File: config.mk
export PLATFORM = sky130hd
export DESIGN_NAME = wit_timer
export DESIGN_NICKNAME = d
export VERILOG_FILES = /design/src/rtl/wit_pkg.sv /design/src/rtl/wit_timer.sv /design/src/rtl/wit_prescaler.sv /design/src/rtl/wit_bus_port.sv
export VERILOG_INCLUDE_DIRS = /design/src /design/src/rtl
export SDC_FILE = /design/constraint.sdc
export NUM_CORES = 1
export LEC_CHECK = 0
export CAP_MARGIN = 20
export CELL_PAD_IN_SITES_DETAIL_PLACEMENT = 2
export CELL_PAD_IN_SITES_GLOBAL_PLACEMENT = 2
export CORE_ASPECT_RATIO = 1.1
export CORE_UTILIZATION = 39
export DETAILED_ROUTE_END_ITERATION = 7
export DONT_BUFFER_PORTS = 1
export GPL_ROUTABILITY_DRIVEN = 0
export PLACE_DENSITY = 0.85
export SETUP_SLACK_MARGIN = 0.05
export SLEW_MARGIN = 20
export SYNTH_ARGS = -nofsm -noshare
export SYNTH_HDL_FRONTEND = slang
export SYNTH_SLANG_ARGS = --single-unit
File: constraint.sdc
create_clock -name clock -period 5.05 [get_ports clock]
set_clock_uncertainty 0.1 [all_clocks]
set_input_delay 1.01 -clock clock [delete_from_list [all_inputs] [get_ports clock]]
set_output_delay 1.01 -clock clock [all_outputs]
set_load 0.02 [all_outputs]
File: src/rtl/wit_defines.svh
/*
   Constants of the watchdog / interval timer: register addresses, write keys,
   field positions, reset values and clock mode codes.
   Assumes inclusion by bare name from the timer's package and modules.
*/
`ifndef WIT_DEFINES_SVH
`define WIT_DEFINES_SVH


// -----------------------------------------------------------------
// Register map and keys
// -----------------------------------------------------------------
`define WIT_ADDR_COUNT   32'hffffff84
`define WIT_ADDR_CSR     32'h0fffff86
`define WIT_KEY_COUNT    8'h5a
`define WIT_KEY_CSR      8'ha5

// -----------------------------------------------------------------
// Control/status fields and reset values
// -----------------------------------------------------------------
`define WIT_BIT_RUN      7
`define WIT_BIT_MODE     6
`define WIT_BIT_RSTKIND  5
`define WIT_BIT_WATCHDOG_OVERFLOW_FLAG     4
`define WIT_BIT_INTERVAL_OVERFLOW_FLAG     3
`define WIT_CKS_HI       2
`define WIT_CKS_LO       0
`define WIT_COUNT_RESET  8'h00
`define WIT_CSR_RESET    8'h00
`define WIT_COUNT_MAX    8'hff

// -----------------------------------------------------------------
// Clock modes and prescaler
// -----------------------------------------------------------------
`define WIT_CKMODE_3     3'h3
`define WIT_CKMODE_4     3'h4
`define WIT_CKMODE_IN    3'h7
`define WIT_CKMODE_RESET 3'h0
`define WIT_PRE_RESET    12'h000

`endif

File: src/rtl/wit_pkg.sv
/*
   Types shared by the watchdog / interval timer modules.
   Assumes the constants header is on the include path.
*/
package wit_pkg;
   `include "wit_defines.svh"

   typedef enum logic [1:0] {
      WIT_SIZE_BYTE,
      WIT_SIZE_WORD,
      WIT_SIZE_LONG
   } wit_size_type;

   typedef struct packed {
      logic         sel;
      logic         write;
      wit_size_type size;
      logic [31:0]  addr;
      logic [15:0]  wdata;
   } wit_bus_req_type;

   typedef enum logic [1:0] {
      WIT_SETTLE_IDLE,
      WIT_SETTLE_ARM,
      WIT_SETTLE_COUNT
   } wit_settle_type;
endpackage : wit_pkg

File: src/rtl/wit_timer.sv
/*
   Watchdog / interval timer top: counter, control/status register,
   overflow actions, clock settling count and clock output pin control.
   Assumes rst is the power-on reset from the external pin; internal
   resets requested here are applied elsewhere and never reach rst.
*/
module wit_timer
   import wit_pkg::*;
(
   input  wire logic            clock,
   input  wire logic            rst,
   input  wire wit_bus_req_type bus_req,
   output logic [7:0]           bus_rdata,
   output logic                 bus_ack,
   input  wire logic [2:0]      clock_mode_pin,
   input  wire logic            clock_out_enable,
   input  wire logic            settle_req,
   input  wire logic            clock_out_pin_i,
   output logic                 clock_out_pin_o,
   output logic                 clock_out_pin_oe_n,
   output logic                 por_req,
   output logic                 manual_req,
   output logic                 interval_irq,
   output logic                 clock_restart,
   output logic                 internal_clock_stop
);
   import wit_pkg::*;

   // -----------------------------------------------------------------
   // Declarations
   // -----------------------------------------------------------------
   logic [7:0]     count_q;
   logic [7:0]     count_d;
   logic [7:0]     csr_q;
   logic [7:0]     csr_d;
   wit_settle_type settle_q;
   wit_settle_type settle_d;
   logic           por_q;
   logic           por_d;
   logic           manual_q;
   logic           manual_d;
   logic           irq_q;
   logic           irq_d;
   logic           restart_q;
   logic           restart_d;
   logic           stop_q;
   logic           stop_d;
   logic           ckout_q;
   logic           ckout_d;
   logic           oe_n_q;
   logic           oe_n_d;
   logic [2:0]     mode_s1_q;
   logic [2:0]     mode_s2_q;
   logic [2:0]     mode_s3_q;
   logic [2:0]     mode_q;
   logic [2:0]     mode_d;
   logic           tick;
   logic           wr_count;
   logic           wr_csr;
   logic [7:0]     wr_data;
   logic           counting;
   logic           settling;
   logic           overflow;
   logic           fixable;
   logic           pin_unused;

   // -----------------------------------------------------------------
   // Submodules
   // -----------------------------------------------------------------
   wit_prescaler u_prescaler (
      .clock  (clock),
      .rst    (rst),
      .select (csr_q[`WIT_CKS_HI:`WIT_CKS_LO]),
      .tick   (tick)
   );

   wit_bus_port u_bus_port (
      .clock       (clock),
      .rst         (rst),
      .bus_req     (bus_req),
      .count_val   (count_q),
      .csr_val     (csr_q),
      .wr_count_q  (wr_count),
      .wr_csr_q    (wr_csr),
      .wr_data_q   (wr_data),
      .bus_rdata_q (bus_rdata),
      .bus_ack_q   (bus_ack)
   );

   // -----------------------------------------------------------------
   // Counter and overflow
   // -----------------------------------------------------------------
   always_comb begin
      settling = (settle_q == WIT_SETTLE_COUNT);
      // Run bit counts only while settling is idle, so the two never mix
      counting = settling || (csr_q[`WIT_BIT_RUN] && (settle_q == WIT_SETTLE_IDLE));
      overflow = counting && tick && (count_q == `WIT_COUNT_MAX);
      count_d  = count_q;
      if (wr_count) begin
         count_d = wr_data;
      end else if (counting && tick) begin
         count_d = count_q + 8'h01;
      end
   end

   always_ff @(posedge clock) begin
      if (rst) begin
         count_q <= `WIT_COUNT_RESET;
      end else begin
         // Requested resets never reach the counter
         count_q <= count_d;
      end
   end

   // -----------------------------------------------------------------
   // Control/status register and overflow actions
   // -----------------------------------------------------------------
   always_comb begin
      csr_d    = csr_q;
      por_d    = 1'b0;
      manual_d = 1'b0;
      irq_d    = 1'b0;
      if (wr_csr) begin
         csr_d = wr_data;
      end
      // Flag set beats a same-cycle software clear
      if (overflow && !settling) begin
         if (csr_q[`WIT_BIT_MODE]) begin
            csr_d[`WIT_BIT_WATCHDOG_OVERFLOW_FLAG] = 1'b1;
            por_d                = !csr_q[`WIT_BIT_RSTKIND];
            manual_d             = csr_q[`WIT_BIT_RSTKIND];
         end else begin
            csr_d[`WIT_BIT_INTERVAL_OVERFLOW_FLAG] = 1'b1;
            irq_d                = 1'b1;
         end
      end
   end

   always_ff @(posedge clock) begin
      if (rst) begin
         csr_q    <= `WIT_CSR_RESET;
         por_q    <= 1'b0;
         manual_q <= 1'b0;
         irq_q    <= 1'b0;
      end else begin
         // Internal resets requested here leave the register alone
         csr_q    <= csr_d;
         por_q    <= por_d;
         manual_q <= manual_d;
         irq_q    <= irq_d;
      end
   end

   // -----------------------------------------------------------------
   // Clock settling sequence
   // -----------------------------------------------------------------
   always_comb begin
      settle_d  = settle_q;
      restart_d = 1'b0;
      stop_d    = stop_q;
      case (settle_q)
         WIT_SETTLE_IDLE: begin
            if (settle_req) begin
               // Stop output updates this edge; counting waits a cycle
               settle_d = WIT_SETTLE_ARM;
               stop_d   = 1'b1;
            end
         end
         WIT_SETTLE_ARM: begin
            settle_d = WIT_SETTLE_COUNT;
         end
         WIT_SETTLE_COUNT: begin
            if (overflow) begin
               // No flag, control register untouched
               settle_d  = WIT_SETTLE_IDLE;
               restart_d = 1'b1;
               stop_d    = 1'b0;
            end
         end
         default: begin
            settle_d = WIT_SETTLE_IDLE;
         end
      endcase
   end

   always_ff @(posedge clock) begin
      if (rst) begin
         settle_q  <= WIT_SETTLE_IDLE;
         restart_q <= 1'b0;
         stop_q    <= 1'b0;
      end else begin
         settle_q  <= settle_d;
         restart_q <= restart_d;
         stop_q    <= stop_d;
      end
   end

   // -----------------------------------------------------------------
   // Clock output pin
   // -----------------------------------------------------------------
   always_comb begin
      pin_unused = clock_out_pin_i;
      mode_d     = (mode_s2_q == mode_s3_q) ? mode_s3_q : mode_q;
      fixable    = (mode_q == `WIT_CKMODE_3) || (mode_q == `WIT_CKMODE_4);
      // Enable low only freezes the pin in modes 3 and 4
      if (fixable && !clock_out_enable) begin
         ckout_d = 1'b0;
      end else begin
         ckout_d = ~ckout_q;
      end
      // Mode 7 turns the pin into an input
      oe_n_d = (mode_q == `WIT_CKMODE_IN);
   end

   always_ff @(posedge clock) begin
      if (rst) begin
         ckout_q   <= 1'b0;
         oe_n_q    <= 1'b1;
         mode_s1_q <= `WIT_CKMODE_RESET;
         mode_s2_q <= `WIT_CKMODE_RESET;
         mode_s3_q <= `WIT_CKMODE_RESET;
         mode_q    <= `WIT_CKMODE_RESET;
      end else begin
         ckout_q   <= ckout_d;
         oe_n_q    <= oe_n_d;
         // Strap is asynchronous; only the second stage feeds the third
         mode_s1_q <= clock_mode_pin;
         mode_s2_q <= mode_s1_q;
         mode_s3_q <= mode_s2_q;
         mode_q    <= mode_d;
      end
   end

   // -----------------------------------------------------------------
   // Outputs
   // -----------------------------------------------------------------
   assign por_req             = por_q;
   assign manual_req          = manual_q;
   assign interval_irq        = irq_q;
   assign clock_restart       = restart_q;
   assign internal_clock_stop = stop_q;
   assign clock_out_pin_o     = ckout_q;
   assign clock_out_pin_oe_n  = oe_n_q;
endmodule : wit_timer

File: src/rtl/wit_prescaler.sv
/*
   Free-running prescaler giving a one-cycle count tick at the selected ratio.
   Assumes the select field is only changed while the timer is stopped.
*/
module wit_prescaler
   import wit_pkg::*;
(
   input  wire logic        clock,
   input  wire logic        rst,
   input  wire logic [2:0]  select,
   output logic             tick
);
   import wit_pkg::*;

   logic [11:0] pre_q;
   logic [11:0] pre_d;

   // Low bits that must all be ones for a tick
   function automatic logic [11:0] ratio_mask(input logic [2:0] sel);
      case (sel)
         3'h0:    ratio_mask = 12'h000;
         3'h1:    ratio_mask = 12'h003;
         3'h2:    ratio_mask = 12'h00f;
         3'h3:    ratio_mask = 12'h01f;
         3'h4:    ratio_mask = 12'h03f;
         3'h5:    ratio_mask = 12'h0ff;
         3'h6:    ratio_mask = 12'h3ff;
         default: ratio_mask = 12'hfff;
      endcase
   endfunction : ratio_mask

   always_comb begin
      pre_d = pre_q + 12'h001;
      // Mid-run select change may shorten one period
      tick  = ((pre_q & ratio_mask(select)) == ratio_mask(select));
   end

   always_ff @(posedge clock) begin
      if (rst) begin
         pre_q <= `WIT_PRE_RESET;
      end else begin
         pre_q <= pre_d;
      end
   end
endmodule : wit_prescaler

File: src/rtl/wit_bus_port.sv
/*
   Peripheral bus port of the timer: keyed word writes, byte reads.
   Assumes one request per cycle held for one cycle by the processor side.
*/
module wit_bus_port
   import wit_pkg::*;
(
   input  wire logic            clock,
   input  wire logic            rst,
   input  wire wit_bus_req_type bus_req,
   input  wire logic [7:0]      count_val,
   input  wire logic [7:0]      csr_val,
   output logic                 wr_count_q,
   output logic                 wr_csr_q,
   output logic [7:0]           wr_data_q,
   output logic [7:0]           bus_rdata_q,
   output logic                 bus_ack_q
);
   import wit_pkg::*;

   logic       wr_count_d;
   logic       wr_csr_d;
   logic [7:0] wr_data_d;
   logic [7:0] bus_rdata_d;
   logic       is_word_write;

   always_comb begin
      is_word_write = bus_req.sel && bus_req.write && (bus_req.size == WIT_SIZE_WORD);
      wr_count_d    = 1'b0;
      wr_csr_d      = 1'b0;
      wr_data_d     = bus_req.wdata[7:0];
      bus_rdata_d   = 8'h00;
      if (is_word_write && (bus_req.addr == `WIT_ADDR_COUNT)
          && (bus_req.wdata[15:8] == `WIT_KEY_COUNT)) begin
         wr_count_d = 1'b1;
      end else if (is_word_write && (bus_req.addr == `WIT_ADDR_CSR)
                   && (bus_req.wdata[15:8] == `WIT_KEY_CSR)) begin
         wr_csr_d = 1'b1;
      end
      // Only byte reads return data; others read as zero
      if (bus_req.sel && !bus_req.write && (bus_req.size == WIT_SIZE_BYTE)) begin
         if (bus_req.addr == `WIT_ADDR_COUNT) begin
            bus_rdata_d = count_val;
         end else if (bus_req.addr == `WIT_ADDR_CSR) begin
            bus_rdata_d = csr_val;
         end
      end
   end

   always_ff @(posedge clock) begin
      if (rst) begin
         wr_count_q  <= 1'b0;
         wr_csr_q    <= 1'b0;
         wr_data_q   <= 8'h00;
         bus_rdata_q <= 8'h00;
         bus_ack_q   <= 1'b0;
      end else begin
         wr_count_q  <= wr_count_d;
         wr_csr_q    <= wr_csr_d;
         wr_data_q   <= wr_data_d;
         bus_rdata_q <= bus_rdata_d;
         bus_ack_q   <= bus_req.sel;
      end
   end
endmodule : wit_bus_port

=== Yosys cells after proc, flatten, opt, wreduce, memory -nomap -nowiden ===
Index checks and enable logic that the tools add are counted.

* $add $sub $neg: 2
* Eq/ne operators: 21
* Mux-type cells: 19
* Bitwise gates (word level): 6
* Reductions and logical operators: 32

{| class="wikitable"
|+ Operators by type and width
! kind !! number
|-
| $pmux 12 s7 || 1
|-
| $eq 32x28->1 const B || 1
|-
| $eq 32x32->1 const B || 1
|-
| $mux 8 || 4
|-
| $eq 8x8->1 const B || 2
|-
| $eq 3x3->1 const B || 5
|-
| $logic_and 1x1->1 || 13
|-
| $add 12x1->12 const B || 1
|-
| $and 12x12->12 || 1
|-
| $eq 12x12->1 || 1
|-
| $reduce_or 2->1 || 5
|-
| $eq 3x2->1 const B || 3
|-
| $add 8x1->8 const B || 1
|-
| $eq 8x7->1 const B || 1
|-
| $mux 1 || 8
|-
| $mux 2 || 3
|-
| $pmux 2 s3 || 1
|-
| $mux 5 || 1
|-
| $not 1->1 || 5
|-
| $eq 2x1->1 const B || 2
|-
| $logic_not 1->1 || 4
|-
| $logic_not 2->1 || 2
|-
| $reduce_bool 2->1 || 2
|-
| $eq 3x1->1 const B || 1
|-
| 10 further kinds || 11
|}

* Flip-flop bits (word level): 68
* Output and inout port bits: 16

=== Logic depth before layout (Yosys ltp) ===
Gate-level depths: netlist of the first run.

* Depth after elaboration: 9
* Gate-level depth with buffers: 6
* Depth with buffers taken out: 5

=== Cells and area by module ===
Synthesis of the first run repeated with hierarchy kept, for this count alone.

* Cell total of the unflattened synthesis: 291
* Area total of the unflattened synthesis: 2,870.3 um^2

{| class="wikitable"
|+ Modules (own cells, without submodules)
! module !! instances !! cells each !! area each (um^2) !! seq. area each (um^2)
|-
| wit_timer || 1 || 156 || 1,556.5 || 740.7
|-
| wit_bus_port || 1 || 73 || 750.7 || 380.4
|-
| wit_prescaler || 1 || 62 || 563.0 || 240.2
|}

=== Least setup slack after synthesis of the first run ===
Ideal clock, no wire load.

* Kind: input-to-reg
* Start point: input bus_req[49] (netlist bit)
* End point: register u_bus_port.bus_rdata_q[0]
* Library setup time: 0.066 ns
* Data arrival time: 2.083 ns
* Setup slack: 2.801 ns
* Cell stages on the path: 6
* Path buffers: 1
* Cell sequence: nand4b_1 -> nor4_1 -> nand4_1 -> or3_1 -> clkbuf_1 -> nor2_1

* Longest elaborated chain between the ends: 4

{| class="wikitable"
|+ RTL lines
! element !! line !! source
|-
| start, declared || wit_timer.sv:12 || <nowiki>input wire wit_bus_req_type bus_req,</nowiki>
|-
| $logic_not 2->1 || wit_bus_port.sv:41 || <nowiki>if (bus_req.sel && !bus_req.write && (bus_req.size == WIT_SIZE_BYTE)) begin</nowiki>
|-
| $logic_and 1x1->1 || wit_bus_port.sv:41 ||
|-
| $not 1->1 (no source line) || -- ||
|-
| $reduce_or 2->1 (no source line) || -- ||
|-
| end signal, assigned || wit_bus_port.sv:61 || <nowiki>bus_rdata_q <= bus_rdata_d;</nowiki>
|-
| end, declared || wit_bus_port.sv:16 || <nowiki>output logic [7:0] bus_rdata_q,</nowiki>
|}

Every way passes these cells.
A chain may end at the register's enable or synchronous reset.

=== Worst setup path after layout of the first run ===
* Start point: register csr_q[2]
* End point: register count_q[6]

* Longest elaborated chain between the ends: 6
* Elaborated cells between the ends (all ways): 12
* Those cells by class: eq/ne (7); mux (1); bitwise (1); reduce/logical (3)

{| class="wikitable"
|+ RTL lines
! element !! line !! source
|-
| start, declared || wit_timer.sv:34 || <nowiki>logic [7:0] csr_q;</nowiki>
|-
| start signal, assigned || wit_timer.sv:141 || <nowiki>csr_q <= `WIT_CSR_RESET;</nowiki>
|-
| start signal, assigned || wit_timer.sv:147 || <nowiki>csr_q <= csr_d;</nowiki>
|-
| $eq 3x3->1, or another cell as far along || wit_prescaler.sv:20 || <nowiki>case (sel)</nowiki>
|-
| $pmux 12 s7 (*) || wit_prescaler.sv:20 ||
|-
| $and 12x12->12 || wit_prescaler.sv:35 || <nowiki>tick = ((pre_q & ratio_mask(select)) == ratio_mask(select));</nowiki>
|-
| $eq 12x12->1 (*) || wit_prescaler.sv:35 ||
|-
| $logic_and 1x1->1 (*) || wit_timer.sv:101 || <nowiki>end else if (counting && tick) begin</nowiki>
|-
| $reduce_bool 2->1 (no source line) (*) || -- ||
|-
| end signal, assigned || wit_timer.sv:108 || <nowiki>count_q <= `WIT_COUNT_RESET;</nowiki>
|-
| end signal, assigned || wit_timer.sv:111 || <nowiki>count_q <= count_d;</nowiki>
|-
| end, declared || wit_timer.sv:32 || <nowiki>logic [7:0] count_q;</nowiki>
|}

Every way passes the cells marked *; elsewhere a longest branch is shown, timed or not.

==> impl_metrics.tcl, run 1 <==
set metrics [dict create \
    outcome "completed" \
    regToRegSetupSlack_ns 2.80 \
    dieWidth_um 82.4 \
    report.final.slew_viol_count 0 \
    cts_resized 0 \
    p_switching_mw 0.240 \
    synth_xor_area_frac 0.0316 \
    core_region_area_mm2 0.00671 \
    viasPerCell 5.76 \
    num_vias 2229 \
    critical_path_buf_inv_count 1 \
    p_int_mw 0.795 \
    clock.fmax_mhz 444 \
    grt_max_degree 57 \
    synth_mux_area_frac 0.0289 \
    cts_buffer_depth 2 \
    vdd_drop_max_v 0.000184 \
    crit_fanout 14 \
    cp.arrival_ns 2.42 \
    synth.most_common_cell "dfxtp_1" \
    synth_edf_count 0 \
    synth_fa_ha_area_frac 0.00903 \
    synth_nets 361 \
    drive_above_1_share 0.0754 \
    yosys_register_bits 68 \
    worstHoldPathType "reg2reg" \
    synthFlopType "dfxtp_1" \
    leakagePower_nw 0.998 \
    synth_area_leader_cell "dfxtp_1" \
    hold_viol 0 \
    dp_slack_ns 2.54 \
    synth_common_cells "dfxtp_1, nor2_1, nor2b_1, nand2_1, nand3_1" \
    combinationalPowerShare 0.034 \
    yosysSeqAreaShare 0.491 \
    die_y_um 90.4 \
    cpMaxStageDelayCell "or4_1" \
    grt_antenna_before_repair 0 \
    critPathCaptureType "register" \
    synthArstFlopShare 0 \
    power.total_mw 1.04 \
    clkSlewWorstSetupHoldPaths_ns 0.08 \
    pin_count 76 \
    first_global_vias 2331 \
    drt_wl_total_um 6740 \
    numPortBuffers 0 \
    hpwl_um 4810 \
    synth_area_mm2 0.00277 \
    slowest_delay_ns 0.50 \
    cts_hold_buf 0 \
    drtAntennaViolNets 0 \
    numCtsBuffers 9 \
    start_kind "register" \
    clkSinkCount 68 \
    clock_latency_ns 0.35 \
    min_period_ns 2.25 \
    fin_ws_ns 2.80 \
    drc 0 \
    grt_pass1_wl_um 11100 \
    synth-compound-area-share 0.127 \
    grt_usage 0.198 \
    pwr-share-seq 0.544 \
    htree_levels 3 \
    firstDrtPassIters 4 \
    synth.distinct_cells 45 \
    timing.setup.tns_ns 0 \
    setup_viol 0 \
    synth_top_family_by_area "simple AND/OR/NAND/NOR gates" \
    cp.required_ns 5.21 \
    cap_violations 0 \
    dieArea_mm2 0.00745 \
    antennaDiodeCount 0 \
    path_cells "a2bb2oi_1 -> a2111oi_4 -> o31ai_1 -> buf_4 -> or4_1 -> a311oi_1" \
    p_per_area_mw_per_mm2 342 \
    synth_area_leaders "dfxtp_1, nor2_1, nor2b_1, mux2i_1, xor2_1" \
    ys_warn_count 0 \
    timing.slew.headroom 0.295 \
    initial_core_util 0.413 \
    synthSimpleGateAreaFrac 0.284 \
    num_rows 31 \
    synth_top_cell_area_share 0.491 \
    swShare 0.232 \
    syn_inst 299 \
    post-route-period-util 0.446 \
    path_class "reg2reg" \
    area_growth_pct 9.34 \
    cts_root_buf "clkbuf_8" \
    post_cts_buffers 0 \
    drtIter0Drc 110 \
    synth.avg_cell_area_um2 9.27 \
    tightest_slew_ns 1.05 \
    grt_setup_unrepaired "no" \
    path_delay_family "compound AO/OA/AOI/OAI gates" \
    overflow 0 \
    wl_per_cell_um 17.4 \
    fin_nets 362 \
    clkPwrFrac 0.422 \
    cts_tree "built" \
]
worst reg2reg max path, delay by kind of cell (launching register included):
kind,cells,cell delay (ns)
AO/OA/AOI/OAI,4,0.94
AND/OR/NAND/NOR,1,0.51
flip-flops,1,0.42
buffers and inverters,1,0.20
sequential cells by signal, indices dropped and copies added (netlist names):
signal and cells:
u_prescaler.pre_q 12, count_q 8, csr_q 8, u_bus_port.bus_rdata_q 8, u_bus_port.wr_data_q 8, mode_q 3, mode_s1_q 3, mode_s2_q 3
mode_s3_q 3, settle_q 2, clock_out_pin_o 1, clock_out_pin_oe_n 1, clock_restart 1, internal_clock_stop 1, interval_irq 1, manual_req 1
por_req 1, u_bus_port.bus_ack_q 1, u_bus_port.wr_count_q 1, u_bus_port.wr_csr_q 1
worst paths after layout:
| kind | from | depth (start not counted) | end |
|---|---|---|---|
| setup reg to reg | csr_q[2]$_SDFFE_PP0P_ | 6 | count_q[6]$_SDFFE_PP0P_ |
| hold / removal | mode_s1_q[2]$_SDFF_PP0_ | 1 | mode_s2_q[2]$_SDFF_PP0_ |
| hold reg to reg | mode_s1_q[2]$_SDFF_PP0_ | 1 | mode_s2_q[2]$_SDFF_PP0_ |
| setup / recovery | csr_q[2]$_SDFFE_PP0P_ | 6 | count_q[6]$_SDFFE_PP0P_ |
power groups by stage:
stage	combinational, mW	clock, mW	sequential [mW]
floorplan	0.0337	0	0.572
global placement	0.0324	0	0.575
detailed placement	0.0346	0	0.576
CTS	0.0353	0.453	0.564
global route	0.0394	0.475	0.565
finish	0.0348	0.437	0.564
through the flow:
stage               hold WS [ns]  utilization  area, um^2  std cells
CTS                        0.347        0.452        3030        387
floorplan                  0.314            -        2770        299
global route               0.353        0.452        3030        387
global placement           0.316        0.423        2840        371
finish                     0.341        0.452        3030        387
detailed placement         0.330        0.423        2840        371
logic make-up after synthesis:
kind of cell,count (synthesis)
DFF,68
adders and majority gates,2
buffers and inverters,21
xor gates and xnor gates,10
AOI/OAI and AO/OA,48
muxes,8
and+or+nand+nor,142
per-layer routing:
layer  share of wire  vias to the layer above  GRT usage
met5               0                        -          0
li1                -                     1078          -
met4           0.016                        0     0.0746
met2            0.50                       46      0.326
met1            0.44                     1093      0.237
met3           0.044                       12     0.0586
layout make-up:
| type | count | area (um^2) |
|---|---|---|
| Fill cell | 737 | 3680 |
| Sequential cell | 68 | 1360 |
| Multi-Input combinational cell | 210 | 1330 |
| Clock buffer | 10 | 128 |
| Tap cell | 82 | 103 |
| Clock inverter | 6 | 63.8 |
| Inverter | 10 | 37.5 |
| Timing Repair Buffer | 1 | 7.51 |
layout by cell type (no fill, tap or decap), types with 3 or more instances in the layout:
cell type	count
a22oi_1	8
nand2_1	17
nor4bb_1	5
nor4b_1	3
nor2b_1	22
nand3_1	11
nand4_1	10
xor2_1	8
dfxtp_1	68
o21ai_0	7
o31ai_1	4
nor2_1	42
a311oi_1	6
clkbuf_8	9
a21oi_1	9
and4_1	3
mux2i_1	8
o22ai_1	3
nor3_1	6
or3_1	7
inv_1	10
(Power assumes the default switching activity.)
==> run 2: changes to the inputs <==
Settings changed: CORE_UTILIZATION 39 to 33, PLACE_DENSITY 0.85 to 0.77.
Clock period 5.05 ns to 1.9 ns, I/O delays scaled along.
==> run 2 against run 1 <==
The run now ends with setup timing left. Sequential power increased to 2.6 times the previous value. Total power increased to 2.8 times the previous value. Register-to-register slack got worse by 3.0 ns. Wire length increased by 21%. Largest cell class is now multi-input combinational cells. Via count increased by 7.2%. Die area increased by 18%. Maximum frequency increased by 9.3%. Hold slack got worse by 0.32 ns. Sequential share of layout area decreased by 6.5 points.
==> impl_metrics.tcl, run 2 (synthesis results as in run 1) <==
set metrics [dict create \
    outcome "finished, violations left" \
    violations "setup timing" \
    post-route-period-util 1.08 \
    cts_tree "built" \
    largest_reg_flops 12 \
    regToRegSetupSlack_ns -0.16 \
    multi_input_area_mm2 0.00149 \
    numPortBuffers 0 \
    pin_count 76 \
    crit_fanout 7 \
    power.total_mw 2.93 \
    fin_nets 399 \
    grt_setup_unrepaired "yes" \
    drtIter0Drc 48 \
    leakagePower_nw 1.26 \
    num_vias 2389 \
    area_growth_pct 28.8 \
    dpl_cell_area_mm2 0.00308 \
    initial_core_util 0.345 \
    finalInstanceArea_mm2 0.00357 \
    hpwl_um 5300 \
    cp.arrival_ns 2.24 \
    min_period_ns 2.06 \
    vdd_drop_max_v 0.000331 \
    hold_viol 0 \
    clkSlewWorstSetupHoldPaths_ns 0.08 \
    tightest_slew_ns 0.580 \
    grt_max_degree 50 \
    cap_violations 0 \
    numCtsBuffers 9 \
    r2r-start "csr_q[2]$_SDFFE_PP0P_" \
    largest-register "u_prescaler.pre_q" \
    hp-start "rst" \
    grt_usage 0.198 \
    viasPerCell 5.31 \
    fin_ws_ns -0.160 \
    start_kind "register" \
    cp.required_ns 2.08 \
    critPathCaptureType "register" \
    core_region_area_mm2 0.00804 \
    wl_per_cell_um 18.2 \
    setup_viol 8 \
    clock.fmax_mhz 485 \
    first_global_vias 2628 \
    firstDrtPassIters 4 \
    p_per_area_mw_per_mm2 819 \
    grt_antenna_before_repair 0 \
    layout.cells.most_common "dfxtp_1" \
    cts_buffer_depth 2 \
    whs_path_depth 1 \
    antennaDiodeCount 0 \
    htree_levels 3 \
    regArea_mm2 0.00137 \
    postLayoutCoreUtil 0.444 \
    clkSinkCount 68 \
    dieArea_mm2 0.00877 \
    path_class "reg2reg" \
    drc 0 \
    worstHoldPathType "in2reg" \
    num-fill-cells 856 \
    ff2ff_path_depth 6 \
    drive_above_1_share 0.257 \
    grt_pass1_wl_um 12800 \
    drt_wl_total_um 8170 \
    dieWidth_um 89.4 \
    die_y_um 98.1 \
    final_cell_mix "dfxtp_1, nor2_1, buf_4, nor2b_1, nand2_1" \
    whs_endpoint "clock_out_pin_oe_n$_SDFF_PP1_" \
    timing.slew.headroom 0.613 \
    reg2reg_to "count_q[4]$_SDFFE_PP0P_" \
    report.final.slew_viol_count 0 \
    drtAntennaViolNets 0 \
    whs_ns 0.0252 \
    num_rows 34 \
    overflow 0 \
    cts_root_buf "clkbuf_8" \
    clock_latency_ns 0.36 \
]
-- run 2: changes by cell type in the layout (fill, tap and decap cells not counted), moves of 3 or more --
cell and delta:
a311oi_2 +4, nor3_1 -3, buf_4 +30, a311oi_1 -4
buf_6 +4, a2111oi_2 +3, dfxtp_1 -7, dfxtp_2 +6
-- run 2: worst max-delay path, stage by stage, from the launching register on --
cell,delay [ns]
dfxtp_4,0.37
buf_6,0.12
a2111oi_4,0.33
o31ai_1,0.13
buf_4,0.18
or4_4,0.51
a311oi_2,0.25
-- run 2: layer usage --
layer	global-route usage	vias up	part of all wire
met5	0	-	0
met4	0.0842	0	0.020
met3	0.0389	12	0.039
met2	0.354	68	0.53
met1	0.222	1161	0.41
li1	-	1148	-
-- run 2: worst max path at each step --
stage,depth (start not counted),endpoint,from
floorplan,5,count_q[4]$_SDFFE_PP0P_,csr_q[2]$_SDFFE_PP0P_
global placement,6,count_q[4]$_SDFFE_PP0P_,csr_q[2]$_SDFFE_PP0P_
detailed placement,6,count_q[4]$_SDFFE_PP0P_,csr_q[2]$_SDFFE_PP0P_
CTS,6,count_q[4]$_SDFFE_PP0P_,csr_q[2]$_SDFFE_PP0P_
global route,6,count_q[4]$_SDFFE_PP0P_,csr_q[2]$_SDFFE_PP0P_
finish,6,count_q[4]$_SDFFE_PP0P_,csr_q[2]$_SDFFE_PP0P_
-- run 2: report_power, final --
part / internal [mW] / total [mW] / leakage, nW / switching [mW]
Combinational: 0.0881 / 0.173 / 0.600 / 0.0851
Sequential: 1.46 / 1.49 / 0.557 / 0.0336
Clock: 0.686 / 1.26 / 0.101 / 0.574
Total: 2.23 / 2.93 / 1.26 / 0.693
-- run 2: area by class of cell --
cell class                 instances  share of cell area
sequential                        68               0.384
inverter                          10              0.0105
clock buffer                      11              0.0427
multi-input combinational        210               0.416
clock inverter                     5              0.0165
timing repair buffer              38              0.0918
tap                              108              0.0378
-- run 2: what timing repair did --
item	in CTS	in global routing
pin swaps	12	8
endpoints found under the hold margin	49	0
gates resized for setup	23	12
hold buffers	2	0
buffers inserted	5	5
setup endpoints to repair	11	16
-- run 2: through the flow --
stage / instances / setup slack [ns] / TNS (ns)
floorplan: 299 / -0.0197 / -0.0299
global placement: 422 / -0.167 / -0.600
detailed placement: 422 / -0.248 / -1.22
CTS: 445 / -0.171 / -0.513
global route: 450 / -0.235 / -1.30
finish: 450 / -0.160 / -0.550
==> run 3: changes to the inputs <==
Settings changed: SKIP_CTS_REPAIR_TIMING set to 1.
==> run 3 against run 2 <==
The run still ends with setup timing left. Total power down 0.67%. Non-clock buffer count down 4. Clock-buffer cell count unchanged. Wire length down 2.8%. Flip-flop and latch count unchanged. Sequential power about the same. Largest cell class unchanged. Combinational power down 11%. Core utilization down 0.96 points. Maximum frequency down 0.16%. Via count up 1.0%. Cell count down 0.89%. Highest routed layer unchanged. Clock power about the same. Critical path type unchanged.
==> impl_metrics.tcl, run 3 (synthesis results as in run 1) <==
set metrics [dict create \
    num_rows 34 \
    first_global_vias 2516 \
    cp.required_ns 2.07 \
    tightest_slew_ns 0.571 \
    path_delay_family "simple AND/OR/NAND/NOR gates" \
    drt_wl_total_um 7950 \
    min_period_ns 2.06 \
    slowest_delay_ns 0.50 \
    regToRegSetupSlack_ns -0.16 \
    critPathCaptureType "register" \
    die_y_um 98.1 \
    largest_reg_flops 12 \
    clock.fmax_mhz 485 \
    cap_violations 0 \
    clkSinkCount 68 \
    worstHoldPathType "in2reg" \
    grt_max_degree 57 \
    outcome "finished, violations left" \
    core_region_area_mm2 0.00804 \
    grt_antenna_before_repair 0 \
    power.total_mw 2.91 \
    timing.slew.headroom 0.618 \
    vdd_drop_max_v 0.000330 \
    num_vias 2413 \
    area_growth_pct 26.0 \
    fin_nets 395 \
    hpwl_um 5300 \
    critical_path_buf_inv_count 1 \
    cts_root_buf "clkbuf_8" \
    cts_buffer_depth 2 \
    dp_slack_ns -0.248 \
    clock_latency_ns 0.36 \
    drtIter0Drc 65 \
    clkSlewWorstSetupHoldPaths_ns 0.08 \
    reg2reg_to "count_q[4]$_SDFFE_PP0P_" \
    drc 0 \
    dieWidth_um 89.4 \
    final_cell_mix "dfxtp_1, nor2_1, buf_4, nor2b_1, nand2_1" \
    cts_tree "built" \
    start_kind "register" \
    drtAntennaViolNets 0 \
    viasPerCell 5.41 \
    leakagePower_nw 1.22 \
    ff2ff_path_depth 6 \
    path_cells "nand4_1 -> a31oi_2 -> o31ai_2 -> buf_4 -> or4_4 -> a311oi_2" \
    cpMaxStageDelayCell "or4_4" \
    worst-path-stages 6 \
    post-route-period-util 1.09 \
    startpoint "u_prescaler.pre_q[9]$_SDFF_PP0_" \
    setup_viol 6 \
    cp.arrival_ns 2.24 \
    antennaDiodeCount 0 \
    num-fill-cells 861 \
    report.final.slew_viol_count 0 \
    path_class "reg2reg" \
    layout.cells.most_common "dfxtp_1" \
    initial_core_util 0.345 \
    wl_per_cell_um 17.8 \
    violations "setup timing" \
    largest-register "u_prescaler.pre_q" \
    numCtsBuffers 9 \
    grt_setup_unrepaired "yes" \
    overflow 0 \
    crit_fanout 6 \
    r2r-start "u_prescaler.pre_q[9]$_SDFF_PP0_" \
    pin_count 76 \
    postLayoutCoreUtil 0.435 \
    fin_ws_ns -0.164 \
    hold_viol 0 \
    numPortBuffers 0 \
    grt_usage 0.179 \
    p_per_area_mw_per_mm2 832 \
    grt_pass1_wl_um 11800 \
    htree_levels 3 \
    endpoint "count_q[4]$_SDFFE_PP0P_" \
    dieArea_mm2 0.00877 \
    drive_above_1_share 0.237 \
    firstDrtPassIters 4 \
]
## run 3: per-stage QoR
step                      hold slack [ns]  cell area, um^2  TNS [ns]  cells
after CTS                         -0.0295             3290     -1.34    438
after floorplan                     0.314             2790   -0.0299    299
after global routing              0.00420             3490     -1.23    446
after detailed placement            0.343             3080     -1.22    422
final                              0.0265             3490    -0.691    446
after global placement              0.320             3080    -0.600    422
## run 3: area by class of cell
class	instances	area, um^2	area share
Multi-Input combinational cell	210	1450	0.416
Inverter	10	37.5	0.0107
Tap cell	108	135	0.0387
Sequential cell	68	1380	0.394
Clock buffer	11	153	0.0437
Clock inverter	5	58.8	0.0168
Timing Repair Buffer	34	280	0.0802
## run 3: worst min-delay path by stage
stage	from	to	slack (ns)	cells past startpoint
after detailed placement	mode_s1_q[0]$_SDFF_PP0_	mode_s2_q[0]$_SDFF_PP0_	0.34	1
after CTS	rst	mode_s1_q[0]$_SDFF_PP0_	-0.03	1
after global routing	rst	clock_out_pin_oe_n$_SDFF_PP1_	0.004	1
final	rst	clock_out_pin_oe_n$_SDFF_PP1_	0.03	1
after floorplan	mode_s1_q[0]$_SDFF_PP0_	mode_s2_q[0]$_SDFF_PP0_	0.31	1
after global placement	mode_s1_q[1]$_SDFF_PP0_	mode_s2_q[1]$_SDFF_PP0_	0.32	1
## run 3: routing by layer
layer | track usage | vias to the layer above | share of wire
met2 | 0.314 | 69 | 0.52
met4 | 0.0879 | 0 | 0.014
met5 | 0 | - | 0
met1 | 0.200 | 1193 | 0.41
met3 | 0.0389 | 13 | 0.052
li1 | - | 1138 | -
## run 3: where the power goes
group	switching, mW	total (mW)	internal [mW]
Clock	0.576	1.26	0.686
Sequential	0.0332	1.49	1.46
Combinational	0.0787	0.154	0.0754
Total	0.688	2.91	2.22
